===== config.mk =====
export PLATFORM = sky130hd
export DESIGN_NAME = asp_uart
export DESIGN_NICKNAME = d
export VERILOG_FILES = /design/src/rtl/asp_uart.v
export VERILOG_INCLUDE_DIRS = /design/src /design/src/pkg
export SDC_FILE = /design/constraint.sdc
export NUM_CORES = 1
export LEC_CHECK = 0
export BUFFER_PORTS_ARGS = -buffer_cell sky130_fd_sc_hd__buf_4
export CELL_PAD_IN_SITES_DETAIL_PLACEMENT = 0
export CELL_PAD_IN_SITES_GLOBAL_PLACEMENT = 1
export CORE_ASPECT_RATIO = 0.6
export CORE_MARGIN = 8
export CORE_UTILIZATION = 40
export CTS_BUF_LIST = sky130_fd_sc_hd__clkbuf_16
export CTS_CLUSTER_SIZE = 28
export DETAILED_ROUTE_END_ITERATION = 6
export PLACE_DENSITY_LB_ADDON = 0.1
export SLEW_MARGIN = 15
export SYNTH_ARGS = -nofsm -noshare
export SYNTH_HDL_FRONTEND = slang
export SYNTH_SLANG_ARGS = --single-unit

===== constraint.sdc =====
create_clock -name clock -period 9.9 [get_ports clock]
set_input_delay 2.97 -clock clock [delete_from_list [all_inputs] [get_ports clock]]
set_output_delay 2.97 -clock clock [all_outputs]
set_load 0.01 [all_outputs]

===== src/pkg/asp_defines.vh =====
`ifndef ASP_DEFINES_VH
`define ASP_DEFINES_VH
// Register byte offsets
`define ASP_OFF_DATA 8'h00
`define ASP_OFF_CTRL 8'h04
`define ASP_OFF_DIV 8'h08
`define ASP_OFF_MASK 8'h0C
`define ASP_OFF_STAT 8'h10
`define ASP_OFF_ADDR 8'h14
// Control field positions
`define ASP_C_WLEN_LO 0
`define ASP_C_WLEN_HI 1
`define ASP_C_STOP2 2
`define ASP_C_PAREN 3
`define ASP_C_PAREVEN 4
`define ASP_C_NINE 5
`define ASP_C_TXDMA 6
`define ASP_C_RXDMA 7
`define ASP_C_AFILT 8
`define ASP_C_DMAHI 9
// Status field positions
`define ASP_S_RXRDY 0
`define ASP_S_THRE 1
`define ASP_S_TXIDLE 2
`define ASP_S_PERR 3
`define ASP_S_FERR 4
`define ASP_S_OERR 5
`define ASP_S_LISTEN 6
// Mask field positions
`define ASP_M_TX 0
`define ASP_M_RX 1
`define ASP_M_ERR 2
// Reset values
`define ASP_CTRL_RST 10'h003
`define ASP_DIV_RST 16'h0001
`define ASP_MASK_RST 3'h0
`define ASP_ADDR_RST 8'h00
// Oversampling: last phase of a bit, and the mid-bit phase
`define ASP_OS_LAST 4'hF
`define ASP_OS_MID 4'h7
`endif


===== src/rtl/asp_uart.v =====
// Chosen here: the APB slave port and the register offsets.
`timescale 1ns/100ps
`include "asp_defines.vh"
// Functional notes
// - Full-duplex transmit and receive, PC framing
// - Nine-bit mode, extra bit marks address
// - Five to eight data, stop, parity selectable
// - Frame spans seven to twelve bits
// - Holding plus shift register each direction
// - Separate transmit and receive DMA handshakes
// - DMA requests default to low priority
// - Rate clock over 16 to 1048576
// - Maskable transmit and receive interrupts
// - Parity, framing, overrun status readable
// - Synchronised receive line offered to timer
module asp_uart (
    // Clock and reset
    input wire clock,
    input wire srst,
    // APB slave
    input wire psel,
    input wire penable,
    input wire pwrite,
    input wire [7:0] paddr,
    input wire [31:0] pwdata,
    output reg [31:0] prdata,
    output reg pready,
    output reg pslverr,
    // Serial link
    input wire rxd,
    output reg txd_q,
    // Transmit DMA
    output reg tx_dma_req_q,
    input wire tx_dma_ack,
    input wire [8:0] tx_dma_data,
    // Receive DMA
    output reg rx_dma_req_q,
    input wire rx_dma_ack,
    output wire [8:0] rx_dma_data,
    output reg dma_low_prio_q,
    // Interrupts and timer tap
    output reg irq_tx_q,
    output reg irq_rx_q,
    output reg rxd_timer_q
);
    localparam [4:0] S_IDLE = 5'h01, S_START = 5'h02, S_DATA = 5'h04;
    localparam [4:0] S_PAR = 5'h08, S_STOP = 5'h10;
    // Number of data bits including the ninth bit in nine-bit mode
    function [3:0] nbits;
        input [9:0] c;
        nbits = c[`ASP_C_NINE] ? 4'h9 : {2'h0, c[`ASP_C_WLEN_HI:`ASP_C_WLEN_LO]} + 4'h5;
    endfunction
    // Parity bit for the low n bits; parity is unused in nine-bit mode
    function par_bit;
        input [8:0] d;
        input [3:0] n;
        input even;
        integer i;
        reg x;
        begin
            x = 1'b0;
            for (i = 0; i < 9; i = i + 1)
                if (i < n)
                    x = x ^ d[i];
            par_bit = even ? x : ~x;
        end
    endfunction
    reg [9:0] ctrl_q;
    reg [15:0] div_q, os_cnt_q;
    reg [2:0] mask_q;
    reg [7:0] addr_q;
    reg [8:0] thr_q, tsh_q, rsh_q, rbr_q;
    reg [4:0] tst_q, rst_q;
    reg [3:0] tos_q, tbit_q, ros_q, rbit_q;
    reg thr_full_q, rxs1_q, rxs2_q, rpar_q;
    reg rx_ready_q, perr_q, ferr_q, oerr_q, listen_q;
    wire [3:0] nb = nbits(ctrl_q);
    wire use_par = ctrl_q[`ASP_C_PAREN] & ~ctrl_q[`ASP_C_NINE];
    wire tick = (os_cnt_q == 16'h0000);
    wire acc = psel & penable & pready;
    wire wr = acc & pwrite;
    wire rd_data = acc & ~pwrite & (paddr == `ASP_OFF_DATA);
    wire tx_idle = tst_q[0] & ~thr_full_q;
    wire [31:0] stat = {25'h0, listen_q, oerr_q, ferr_q, perr_q, tx_idle, ~thr_full_q, rx_ready_q};
    wire [2:0] err_clr = (wr && paddr == `ASP_OFF_STAT) ? pwdata[`ASP_S_OERR:`ASP_S_PERR] : 3'h0;
    assign rx_dma_data = rbr_q;
    // APB: one wait-free access phase, data latched at setup
    always @(posedge clock)
    begin
        if (srst)
        begin
            pready <= 1'b0;
            pslverr <= 1'b0;
            prdata <= 32'h0;
        end
        else
        begin
            pready <= psel & ~penable;
            pslverr <= 1'b0;
            prdata <= 32'h0;
            case (paddr)
                `ASP_OFF_DATA: prdata <= {23'h0, rbr_q};
                `ASP_OFF_CTRL: prdata <= {22'h0, ctrl_q};
                `ASP_OFF_DIV: prdata <= {16'h0, div_q};
                `ASP_OFF_MASK: prdata <= {29'h0, mask_q};
                `ASP_OFF_STAT: prdata <= stat;
                `ASP_OFF_ADDR: prdata <= {24'h0, addr_q};
                default: pslverr <= psel & ~penable;
            endcase
        end
    end
    // Configuration registers
    always @(posedge clock)
    begin
        if (srst)
        begin
            ctrl_q <= `ASP_CTRL_RST;
            div_q <= `ASP_DIV_RST;
            mask_q <= `ASP_MASK_RST;
            addr_q <= `ASP_ADDR_RST;
        end
        else if (wr)
        begin
            case (paddr)
                `ASP_OFF_CTRL: ctrl_q <= pwdata[9:0];
                `ASP_OFF_DIV: div_q <= pwdata[15:0];
                `ASP_OFF_MASK: mask_q <= pwdata[2:0];
                `ASP_OFF_ADDR: addr_q <= pwdata[7:0];
                default: ;
            endcase
        end
    end
    // divisor tick, zero divides by 65536
    always @(posedge clock)
    begin
        if (srst)
            os_cnt_q <= 16'h0000;
        else if (tick)
            os_cnt_q <= div_q - 16'h0001;
        else
            os_cnt_q <= os_cnt_q - 16'h0001;
    end
    // transmitter; full holding register drops writes
    always @(posedge clock)
    begin
        if (srst)
        begin
            thr_full_q <= 1'b0;
            tst_q <= S_IDLE;
            txd_q <= 1'b1;
        end
        else
        begin
            if (tick)
            begin
                tos_q <= tos_q + 4'h1;
                case (tst_q)
                    S_IDLE:
                    begin
                        tos_q <= 4'h0;
                        txd_q <= 1'b1;
                        if (thr_full_q)
                        begin
                            tsh_q <= thr_q;
                            thr_full_q <= 1'b0;
                            txd_q <= 1'b0;
                            tst_q <= S_START;
                        end
                    end
                    S_START:
                        if (tos_q == `ASP_OS_LAST)
                        begin
                            txd_q <= tsh_q[0];
                            tbit_q <= 4'h0;
                            tst_q <= S_DATA;
                        end
                    S_DATA:
                        if (tos_q == `ASP_OS_LAST)
                        begin
                            tbit_q <= tbit_q + 4'h1;
                            txd_q <= tsh_q[tbit_q + 4'h1];
                            if (tbit_q == nb - 4'h1)
                            begin
                                txd_q <= use_par ? par_bit(tsh_q, nb,
                                    ctrl_q[`ASP_C_PAREVEN]) : 1'b1;
                                tbit_q <= 4'h0;
                                tst_q <= use_par ? S_PAR : S_STOP;
                            end
                        end
                    S_PAR:
                        if (tos_q == `ASP_OS_LAST)
                        begin
                            txd_q <= 1'b1;
                            tst_q <= S_STOP;
                        end
                    S_STOP:
                        if (tos_q == `ASP_OS_LAST)
                        begin
                            tbit_q <= tbit_q + 4'h1;
                            if (tbit_q[0] | ~ctrl_q[`ASP_C_STOP2])
                                tst_q <= S_IDLE;
                        end
                    default: tst_q <= S_IDLE;
                endcase
            end
            // DMA or processor fills holding register
            if (!thr_full_q && ctrl_q[`ASP_C_TXDMA] && tx_dma_ack)
            begin
                thr_q <= tx_dma_data;
                thr_full_q <= 1'b1;
            end
            else if (!thr_full_q && wr && paddr == `ASP_OFF_DATA)
            begin
                thr_q <= pwdata[8:0];
                thr_full_q <= 1'b1;
            end
        end
    end
    always @(posedge clock)
    begin
        if (srst)
        begin
            rxs1_q <= 1'b1;
            rxs2_q <= 1'b1;
            rst_q <= S_IDLE;
            rbr_q <= 9'h000;
            rx_ready_q <= 1'b0;
            perr_q <= 1'b0;
            ferr_q <= 1'b0;
            oerr_q <= 1'b0;
            listen_q <= 1'b0;
        end
        else
        begin
            rxs1_q <= rxd;
            rxs2_q <= rxs1_q;
            // Clears first so that a same-cycle event still sets
            if (rd_data || (ctrl_q[`ASP_C_RXDMA] && rx_dma_ack))
                rx_ready_q <= 1'b0;
            perr_q <= perr_q & ~err_clr[0];
            ferr_q <= ferr_q & ~err_clr[1];
            oerr_q <= oerr_q & ~err_clr[2];
            if (tick)
            begin
                ros_q <= ros_q + 4'h1;
                case (rst_q)
                    S_IDLE:
                    begin
                        ros_q <= 4'h0;
                        if (!rxs2_q)
                            rst_q <= S_START;
                    end
                    S_START:
                        if (ros_q == `ASP_OS_MID)
                        begin
                            ros_q <= 4'h0;
                            rbit_q <= 4'h0;
                            rsh_q <= 9'h000;
                            rst_q <= rxs2_q ? S_IDLE : S_DATA;
                        end
                    S_DATA:
                        if (ros_q == `ASP_OS_LAST)
                        begin
                            rsh_q[rbit_q] <= rxs2_q;
                            rbit_q <= rbit_q + 4'h1;
                            if (rbit_q == nb - 4'h1)
                                rst_q <= use_par ? S_PAR : S_STOP;
                        end
                    S_PAR:
                        if (ros_q == `ASP_OS_LAST)
                        begin
                            rpar_q <= rxs2_q;
                            rst_q <= S_STOP;
                        end
                    S_STOP:
                        if (ros_q == `ASP_OS_LAST)
                        begin
                            rst_q <= S_IDLE;
                            if (!rxs2_q)
                                ferr_q <= 1'b1;
                            if (use_par && rpar_q != par_bit(rsh_q, nb,
                                ctrl_q[`ASP_C_PAREVEN]))
                                perr_q <= 1'b1;
                            if (ctrl_q[`ASP_C_NINE] && ctrl_q[`ASP_C_AFILT] && rsh_q[8])
                                listen_q <= (rsh_q[7:0] == addr_q);
                            if (!(ctrl_q[`ASP_C_NINE] && ctrl_q[`ASP_C_AFILT]) ||
                                (rsh_q[8] ? rsh_q[7:0] == addr_q : listen_q))
                            begin
                                if (rx_ready_q && !rd_data &&
                                    !(ctrl_q[`ASP_C_RXDMA] && rx_dma_ack))
                                    oerr_q <= 1'b1;
                                rbr_q <= rsh_q;
                                rx_ready_q <= 1'b1;
                            end
                        end
                    default: rst_q <= S_IDLE;
                endcase
            end
        end
    end
    // DMA requests, interrupts and timer tap
    always @(posedge clock)
    begin
        if (srst)
        begin
            tx_dma_req_q <= 1'b0;
            rx_dma_req_q <= 1'b0;
            dma_low_prio_q <= 1'b1;
            irq_tx_q <= 1'b0;
            irq_rx_q <= 1'b0;
            rxd_timer_q <= 1'b1;
        end
        else
        begin
            // request dropped at the acknowledging edge
            tx_dma_req_q <= ctrl_q[`ASP_C_TXDMA] & ~thr_full_q & ~tx_dma_ack;
            rx_dma_req_q <= ctrl_q[`ASP_C_RXDMA] & rx_ready_q & ~rx_dma_ack;
            dma_low_prio_q <= ~ctrl_q[`ASP_C_DMAHI];
            irq_tx_q <= mask_q[`ASP_M_TX] & ~thr_full_q;
            irq_rx_q <= (mask_q[`ASP_M_RX] & rx_ready_q) |
                (mask_q[`ASP_M_ERR] & (perr_q | ferr_q | oerr_q));
            // timer measures pulse widths on this
            rxd_timer_q <= rxs2_q;
        end
    end
endmodule


Word level (Yosys, flattened, before mapping)
Index checks and enable logic that the tools add are counted.
- output and inout bits: 50
- input port bits: 57
- word-level logic and storage cells: 356
- register bits: 165
- order comparisons: 12
- reduce and logical (&&, ||, !) cells: 43
- multiplexer cells: 172
- bitwise operators: 52
- equal/unequal tests: 35
- add/subtract/negate cells: 8
- operators by type and width (operator ; number):
    $mux 1 ; 132
    $pmux 16 s6 ; 1
    $mux 5 ; 14
    $pmux 5 s5 ; 2
    $mux 9 ; 4
    $mux 4 ; 8
    $sub 16x1->16 const B ; 2
    $ne 2x2->1 const B ; 13
    $and 1x1->1 ; 18
    $pmux 9 s2 ; 1
    $add 4x1->4 const B ; 4
    $eq 8x4->1 const B ; 2
    $eq 8x5->1 const B ; 2
    $logic_not 16->1 ; 1
    $lt 3x4->1 const A ; 4
    $mux 16 ; 1
    $pmux 4 s2 ; 2
    $reduce_and 4->1 ; 4
    $xor 1x1->1 ; 16
    $not 1->1 ; 14
    $reduce_and 2->1 ; 7
    $logic_and 1x1->1 ; 12
    $pmux 4 s3 ; 1
    $eq 5x1->1 const B ; 2
    other kinds (34) ; 55

Longest topological paths before layout
Gate-level depths: netlist of run 1.
- depth in word-level cells: 71
- depth in mapped cells: 12
- depth with buffers taken out: 10

Worst setup path after synthesis of run 1
Ideal clock, no wire load.
- path type: input -> register
- start: input port paddr[5]
- end: register thr_q[0], enable pin
- library setup time: 379 ps
- data required time: 9521 ps
- slack: 4589 ps
- stages: 5
- arrival: 4931 ps
- buffers on the path: 0
- cells stage by stage: or4_1 -> or2_2 -> nor4_2 -> nand3_1 -> a21oi_1
- word-level cells in the longest chain between the ends: 4
- ends and longest elaborated chain (element ; RTL line ; text):
    start, declared ; asp_uart.v:24 ; input wire [7:0] paddr,
    $logic_not 8->1 ; - ;
    $logic_and 1x1->1 (no line) ; - ;
    $reduce_bool 2->1 (no line) ; - ;
    $reduce_and 2->1 (no line) ; - ;
    end signal, assigned ; asp_uart.v:209 ; thr_q <= tx_dma_data;
    end signal, assigned ; asp_uart.v:214 ; thr_q <= pwdata[8:0];
    end, declared ; asp_uart.v:72 ; reg [8:0] thr_q, tsh_q, rsh_q, rbr_q;
Every way passes these cells.
A chain may end at the register's enable or synchronous reset.

Worst setup path after layout of run 1
- start: input port paddr[5]
- end: register thr_q[3], enable pin
Same word-level chain as after synthesis.

==> impl_metrics.py, run 1 <==
metrics = {
    "run_status": {
        "status": "finished, final reports clean",
    },
    "clocking": {
        "hold_buffers": 0,
        "numCtsBuffers": 17,
        "clk_pin_slew_worst_paths_ns": 0.06,
        "cts_buffer_depth": 2,
        "cts_root_buffer": "clkbuf_16",
        "clk-insertion-delay-late_ns": 0.42,
        "postCtsSetupBuffers": 0,
        "ctsResizeCount": 0,
        "cts_tree": "built",
        "htree_num_levels": 4,
        "cts_sinks": 149,
    },
    "floorplanning": {
        "rows": 38,
        "core-area_um2": 18200,
        "dieArea_um2": 23400,
        "io_pins": 107,
        "start_util": 0.411,
        "die_y_um": 122,
        "fp.dieW_um": 192,
    },
    "sta": {
        "fin_crit_ns": 5.58,
        "whs_ns": 0.416,
        "max_freq_mhz": 179,
        "worstMarginPinSlew_ns": 1.13,
        "rsz0062_at_grt": "false",
        "finalHoldViolCount": 0,
        "relSlewSlack": 0.239,
        "fin_crit_sh": 0.563,
        "setup_viol": 0,
        "fin_skew_ns": 0.0120,
        "setup_tns_ns": 0,
        "timing.final.ws_setup_ns": 4.32,
        "finalMaxSlewViolations": 0,
    },
    "worst_setup_path": {
        "arrival_ns": 5.62,
        "critPathSlowestCell": "a21oi_1",
        "worst_setup_path_start_kind": "primary input",
        "slowest_delay_ns": 0.80,
        "worst-path-max-fanout": 10,
        "criticalPathCategory": "primary input to register",
        "cp.required_ns": 9.94,
        "crit_chain": "buf_4 > or4_1 > or2_2 > nor4_2 > nand3_1 > a21oi_1",
        "end_kind": "register",
    },
    "grt": {
        "track_usage": 0.198,
        "grt_pass1_wl_mm": 35.6,
        "grt_overflow": 0,
        "grt_antenna_before_repair": 0,
        "globalRouteMet1Util": 0.301,
        "grt_pass1_vias": 6190,
        "met2_usage": 0.276,
        "busiest_layer": "met1",
        "grt_max_degree": 86,
        "grtUsageMet3": 0.0462,
    },
    "detailed_routing": {
        "vias": 6285,
        "final_antenna_net_count": 0,
        "wl_per_cell_um": 20.6,
        "viasPerCell": 5.62,
        "wl_mm": 23.1,
        "first_iter_violations": 516,
        "drc": 0,
        "first_pass_iters": 7,
    },
    "yosys": {
        "synth.area.top_cells": "dfxtp_1 28%, edfxtp_1 18%, a21oi_1 5.2%",
        "synthSimpleGateAreaFrac": 0.217,
        "yosys_register_bits": 149,
        "synth_area_per_cell_um2": 9.31,
        "synthCells": 802,
        "yosysTopAreaCellShare": 0.282,
        "synth_top_family_by_area": "simple AND/OR/NAND/NOR gates",
        "ys.flop_type": "dfxtp_1",
        "synth_compound_area_frac": 0.132,
        "synth_fa_ha_area_frac": 0.0201,
        "netlist_area_um2": 7460,
        "synthTopCellsByCount": "105 x dfxtp_1, 94 x nand2_1, 78 x a21oi_1",
        "synth_cell_types": 71,
        "ys_warn_count": 0,
        "synthMuxAreaShare": 0.0619,
        "synthArstFlopShare": 0,
        "synth-edff-count": 44,
        "seq_area_frac_synth": 0.459,
        "synthXorXnorAreaFrac": 0.0667,
        "yosysTopAreaCell": "dfxtp_1",
        "synth.most_common_cell": "dfxtp_1",
    },
    "power_and_ir_drop": {
        "pwr_density_cell_nw_per_um2": 190,
        "leakage_nw": 3.25,
        "ir_drop_mv": 0.134,
    },
    "layout": {
        "nNetsFinal": 934,
        "area_growth_pct": 17.1,
        "drive_gt1_frac": 0.166,
        "fin_cells": 1118,
        "num-fill-cells": 1717,
        "antenna_cells": 0,
    },
    "hold_path": {
        "hp-class": "register to register",
    },
    "place": {
        "place_congestion": 0.854,
        "dp_cells": 1086,
        "portBuffers": 74,
        "hpwl_mm": 16.9,
        "pre_cts_ws_ns": 3.85,
    },
    "run": {
        "drv_cap": 0,
    },
}
area by class of cell:
type / count / area, um^2 / area share
multi-input combinational: 602 / 3800 / 0.435
sequential: 149 / 3420 / 0.392
timing repair buffer: 79 / 593 / 0.0678
clock buffer: 17 / 425 / 0.0487
tap: 240 / 300 / 0.0343
clock inverter: 15 / 141 / 0.0162
inverter: 16 / 60.1 / 0.00687
path summary, 6_finish.rpt:
kind	slack [ns]	from	end	cells after the start
max	4.32	paddr[5]	thr_q[3]	6
min	0.42	rxs1_q	rxs2_q	1
max reg2reg	6.50	os_cnt_q[9]	os_cnt_q[10]	10
min reg2reg	0.42	rxs1_q	rxs2_q	1
layer usage:
metal | vias to the layer above | part of all wire
li1 | 2965 | -
met1 | 3083 | 0.50
met2 | 225 | 0.41
met3 | 12 | 0.077
met4 | 0 | 0.0087
met5 | - | 0
metrics by stage:
step | total power, mW | area [um^2] | util
5_1_grt | 1.74 | 8740 | 0.481
3_5_place_dp | 1.04 | 8170 | 0.450
6_report | 1.66 | 8740 | 0.481
3_3_place_gp | 1.03 | 8170 | 0.450
2_1_floorplan | 0.958 | 7520 | -
4_1_cts | 1.67 | 8730 | 0.481
logic make-up (layout without fill, tap and decap cells):
group,count (synthesis),in the layout
DFF,149,149
adders and majority gates,12,12
buffers and inverters,66,127
and+or+nand+nor,323,323
xor gates and xnor gates,52,52
other,1,16
AOI/OAI and AO/OA,158,158
muxes,41,41
sequential cells by signal (all words and copies together) (netlist names), 3 cells and up:
signal	count
ctrl_q	10
tst_q	5
rbit_q	4
thr_q	9
tos_q	4
tbit_q	4
ros_q	4
rst_q	5
rx_dma_data	9
mask_q	3
os_cnt_q	16
tsh_q	9
addr_q	8
rsh_q	9
prdata	16
div_q	16
cell usage in the layout (no fill, tap or decap), types with 20 or more instances in the layout:
| master | n |
|---|---|
| a21oi_1 | 77 |
| buf_4 | 79 |
| dfxtp_1 | 105 |
| edfxtp_1 | 44 |
| mux2i_1 | 27 |
| nand2_1 | 94 |
| nand3_1 | 43 |
| nor2_1 | 77 |
| o21ai_0 | 20 |
| xnor2_1 | 34 |
power breakdown:
part           internal [mW]  leakage (nW)  switching, mW  total [mW]
sequential             0.661          1.25         0.0248       0.686
combinational          0.129          1.72          0.219       0.348
clock                  0.367         0.269          0.261       0.628
critical path, delay by kind of cell:
family | cells | cell delay (ns)
compound gates | 1 | 0.80
buf+inv | 1 | 0.10
simple gates | 4 | 1.74
(Power assumes the default switching activity.)
==> run 2: changes to the inputs <==
clock period = 4.7 ns   (was 9.9 ns; I/O delays follow)
==> impl_metrics.py, run 2 (synthesized netlist as in run 1, its figures left out) <==
metrics = {
    "sta": {
        "setup_viol": 0,
        "finalHoldViolCount": 0,
        "fin_skew_ns": 0.0180,
        "fin_crit_ns": 3.55,
        "rsz0062_at_grt": "false",
        "setup_tns_ns": 0,
        "whs_ns": 0.415,
        "finalMaxSlewViolations": 0,
        "worstMarginPinSlew_ns": 1.24,
        "max_freq_mhz": 282,
        "relSlewSlack": 0.175,
        "timing.final.ws_setup_ns": 1.15,
        "fin_crit_sh": 0.755,
    },
    "floorplanning": {
        "io_pins": 107,
        "fp.dieW_um": 192,
        "rows": 38,
        "dieArea_um2": 23400,
        "start_util": 0.411,
        "core-area_um2": 18200,
        "die_y_um": 122,
    },
    "detailed_routing": {
        "wl_mm": 22.9,
        "top_layer": "met4",
        "drc": 0,
        "wl_met3_mm": 2.08,
        "final_antenna_net_count": 0,
        "first_pass_iters": 5,
        "viasPerCell": 5.64,
        "dr_wl_met2_mm": 9.46,
        "vias": 6332,
        "route.layer.met1.wl_mm": 11.3,
        "first_iter_violations": 466,
        "wl_per_cell_um": 20.4,
    },
    "place": {
        "hpwl_mm": 16.9,
        "place_area_um2": 8200,
        "dp_cells": 1091,
        "pre_cts_ws_ns": 0.763,
        "place_congestion": 0.861,
        "portBuffers": 74,
    },
    "clocking": {
        "clk_pin_slew_worst_paths_ns": 0.06,
        "cts_root_buffer": "clkbuf_16",
        "cts_buffer_depth": 2,
        "ctsResizeCount": 0,
        "numCtsBuffers": 17,
        "cts_sinks": 149,
        "hold_buffers": 0,
        "htree_num_levels": 4,
        "clk-insertion-delay-late_ns": 0.42,
        "cts_tree": "built",
        "postCtsSetupBuffers": 0,
    },
    "run": {
        "drv_cap": 0,
    },
    "worst_setup_path": {
        "criticalPathCategory": "primary input to register",
        "cp_common_cell": "nand2_1",
        "cp_num_buf_inv": 1,
        "worstSetupStartpoint": "paddr[5]",
        "critPathSlowestCell": "and2_1",
        "worst-path-max-fanout": 18,
        "critPathTopFamily": "simple AND/OR/NAND/NOR gates",
        "cp.required_ns": 4.95,
        "slowest_delay_ns": 0.66,
        "r2r_start": "os_cnt_q[9]",
        "crit_chain": "buf_4 > or4_1 > nor3_2 > and2_1 > nand2_1 > nand2_1 > a21oi_1",
        "arrival_ns": 3.79,
        "worst_setup_path_start_kind": "primary input",
        "end_kind": "register",
    },
    "layout": {
        "nNetsFinal": 939,
        "drive_gt1_frac": 0.172,
        "fin_cells": 1123,
        "area_growth_pct": 18.0,
        "reg_top3": "div_q: 16 flops, os_cnt_q: 16 flops, prdata: 16 flops",
        "fin_area_um2": 8810,
        "mostFrequentLayoutCells": "105 x dfxtp_1, 94 x nand2_1, 84 x buf_4",
        "antenna_cells": 0,
        "final_common_cell": "dfxtp_1",
        "final_core_util": 0.485,
        "num-fill-cells": 1741,
    },
    "grt": {
        "track_usage": 0.195,
        "grt_overflow": 0,
        "grt_antenna_before_repair": 0,
        "grt_pass1_vias": 5962,
        "grt_pass1_wl_mm": 35.1,
        "grt_max_degree": 87,
    },
    "hold_path": {
        "min_from": "rxs1_q",
        "hp-class": "register to register",
    },
    "power_and_ir_drop": {
        "pwr_density_cell_nw_per_um2": 410,
        "leakage_nw": 3.29,
        "ir_drop_mv": 0.256,
        "total_power_mw": 3.61,
    },
    "run_status": {
        "status": "finished, final reports clean",
    },
}
-- run 2: changes by cell type in the layout (fill, tap and decap cells not counted), sizes merged --
cell | previous run | this run
clkinv | 8 | 2
inv | 17 | 22
bufinv | 2 | 3
buf | 79 | 84
-- run 2: path summary, 6_finish.rpt --
path                    endpoint  slack (ns)  depth (start not counted)
hold reg to reg           rxs2_q        0.42                          1
setup reg to reg  rx_dma_data[5]        1.49                          6
hold / removal            rxs2_q        0.42                          1
setup / recovery       ctrl_q[2]        1.15                          7
-- run 2: final cells by class --
class / count / area, um^2 / area share
inverters: 16 / 60.1 / 0.00682
flip-flops and latches: 149 / 3420 / 0.389
clock inverters: 15 / 180 / 0.0205
well taps: 240 / 300 / 0.0341
clock buffers: 17 / 425 / 0.0483
repair buffers: 84 / 631 / 0.0716
multi-input cells: 602 / 3790 / 0.430
-- run 2: routing by layer --
layer | up-vias | track usage
li1 | 2983 | -
met1 | 3078 | 0.289
met2 | 258 | 0.272
met3 | 13 | 0.0585
met4 | 0 | 0.0456
met5 | - | 0
-- run 2: power by group --
part	total (mW)	switching [mW]	leakage (nW)	internal, mW
Clock	1.43	0.584	0.289	0.841
Sequential	1.45	0.0532	1.25	1.39
Combinational	0.738	0.461	1.75	0.277
Total	3.61	1.10	3.29	2.51
==> run 3: changes to the inputs <==
ABC_AREA = 1   (was unset)
clock period = 3.5 ns   (was 4.7 ns; I/O delays follow)
==> impl_metrics.py, run 3 <==
metrics = {
    "floorplanning": {
        "fp.dieW_um": 194,
        "start_util": 0.403,
        "dieArea_um2": 23800,
        "die_y_um": 123,
        "core-area_um2": 18800,
        "rows": 39,
        "io_pins": 107,
    },
    "sta": {
        "fin_crit_ns": 2.75,
        "finalMaxSlewViolations": 0,
        "worstMarginPinSlew_ns": 0.683,
        "setup_tns_ns": 0,
        "whs_ns": 0.410,
        "max_freq_mhz": 363,
        "rsz0062_at_grt": "false",
        "setup_viol": 0,
        "fin_crit_sh": 0.786,
        "finalHoldViolCount": 0,
        "relSlewSlack": 0.543,
        "fin_skew_ns": 0.0111,
        "timing.final.ws_setup_ns": 0.749,
    },
    "detailed_routing": {
        "first_pass_iters": 5,
        "final_antenna_net_count": 0,
        "wl_mm": 23.9,
        "vias": 6881,
        "wl_per_cell_um": 17.8,
        "viasPerCell": 5.12,
        "drc": 0,
        "first_iter_violations": 710,
    },
    "worst_setup_path": {
        "slowest_delay_ns": 0.56,
        "r2r_slack_ns": 0.75,
        "crit_chain": "inv_1 > nand2_2 > inv_1 > ha_1 > xnor2_1 > xor2_1 > nand3_1 > a21boi_0 > nor2_1",
        "worst-path-max-fanout": 8,
        "critPathTopFamily": "flip-flops",
        "arrival_ns": 2.91,
        "cp_num_buf_inv": 2,
        "worst_setup_path_start_kind": "register",
        "cp.required_ns": 3.66,
        "cp_common_cell": "inv_1",
        "criticalPathCategory": "register to register",
        "critPathSlowestCell": "dfxtp_1",
        "end_kind": "register",
    },
    "layout": {
        "fin_area_um2": 8950,
        "mostFrequentLayoutCells": "191 x nand2_1, 144 x inv_1, 119 x nor2_1",
        "num-fill-cells": 1940,
        "fin_cells": 1343,
        "antenna_cells": 0,
        "drive_gt1_frac": 0.140,
        "final_common_cell": "nand2_1",
        "reg_top3": "div_q: 16 flops, os_cnt_q: 16 flops, prdata: 16 flops",
        "final_core_util": 0.475,
        "nNetsFinal": 1153,
        "area_growth_pct": 17.7,
    },
    "grt": {
        "grt_max_degree": 47,
        "grt_overflow": 0,
        "grt_antenna_before_repair": 0,
        "grt_pass1_wl_mm": 36.4,
        "track_usage": 0.199,
        "grt_pass1_vias": 6072,
    },
    "clocking": {
        "htree_num_levels": 4,
        "clk_pin_slew_worst_paths_ns": 0.07,
        "cts_root_buffer": "clkbuf_16",
        "clk-insertion-delay-late_ns": 0.43,
        "cts_buffer_depth": 2,
        "numCtsBuffers": 17,
        "ctsResizeCount": 0,
        "cts_sinks": 149,
        "cts_tree": "built",
        "hold_buffers": 0,
        "postCtsSetupBuffers": 0,
    },
    "place": {
        "pre_cts_ws_ns": 0.640,
        "portBuffers": 74,
        "hpwl_mm": 18.2,
        "place_area_um2": 8370,
        "place_congestion": 0.922,
        "dp_cells": 1311,
    },
    "yosys": {
        "synth.most_common_cell": "nand2_1",
        "yosysTopAreaCell": "dfxtp_1",
        "synthArstFlopShare": 0,
        "synth-edff-count": 44,
        "synth_cell_types": 53,
        "yosys_register_bits": 149,
        "yosysTopAreaCellShare": 0.277,
        "netlist_area_um2": 7600,
        "synth.area.top_cells": "dfxtp_1 28%, edfxtp_1 17%, nand2_1 9.4%",
        "ys.flop_type": "dfxtp_1",
        "ys_warn_count": 0,
        "seq_area_frac_synth": 0.451,
        "synth_area_per_cell_um2": 7.55,
        "synthTopCellsByCount": "191 x nand2_1, 142 x inv_1, 119 x nor2_1",
        "synthCells": 1006,
    },
    "power_and_ir_drop": {
        "leakage_nw": 3.88,
        "ir_drop_mv": 0.295,
        "pwr_density_cell_nw_per_um2": 519,
        "total_power_mw": 4.64,
    },
    "run_status": {
        "status": "finished, final reports clean",
    },
    "hold_path": {
        "hp-class": "register to register",
    },
    "run": {
        "drv_cap": 0,
    },
}
## run 3: changes by cell type after synthesis, sizes merged, moves of 11 or more
cell and change:
xnor2 -27, nand4 +14, nor2 +51, inv +131, nor2b -11, nand2 +105
mux2i -27, and3 -16, mux2 -11, o21ai +63
## run 3: final timing paths
kind / end / cells after the start / startpoint
max: tbit_q[1] / 9 / ctrl_q[5]
max reg2reg: tbit_q[1] / 9 / ctrl_q[5]
min: rxs2_q / 1 / rxs1_q
min reg2reg: rxs2_q / 1 / rxs1_q
## run 3: metal layers
layer  vias to the layer above  part of all wire  track usage
li1                       3440                 -            -
met1                      3151              0.53        0.307
met2                       280              0.37        0.254
met3                        10              0.10       0.0715
met4                         0            0.0052       0.0428
met5                         -                 0            0
## run 3: power breakdown
| part | internal [mW] | leakage [nW] | switching (mW) | total [mW] |
|---|---|---|---|---|
| sequential | 1.86 | 1.26 | 0.0446 | 1.90 |
| combinational | 0.281 | 2.33 | 0.630 | 0.911 |
| clock | 1.06 | 0.282 | 0.772 | 1.83 |
| total | 3.20 | 3.88 | 1.45 | 4.64 |
## run 3: cells by family (layout without fill, tap and decap cells)
family	Yosys count	after routing	synth area share
other	1	16	0.000494
AND/OR/NAND/NOR	429	429	0.250
buffers and inverters	189	265	0.105
adder cells (fa/ha/maj)	12	12	0.0198
flip-flops	149	149	0.451
XOR/XNOR	16	16	0.0184
AO/OA/AOI/OAI	210	210	0.157
## run 3: area by class of cell
| cell class | count | area [um^2] | area share |
|---|---|---|---|
| Sequential cell | 149 | 3420 | 0.383 |
| Clock inverter | 13 | 105 | 0.0117 |
| Multi-Input combinational cell | 683 | 3440 | 0.385 |
| Inverter | 149 | 561 | 0.0627 |
| Tap cell | 246 | 308 | 0.0344 |
| Timing Repair Buffer | 84 | 631 | 0.0705 |
| Clock buffer | 19 | 475 | 0.0531 |
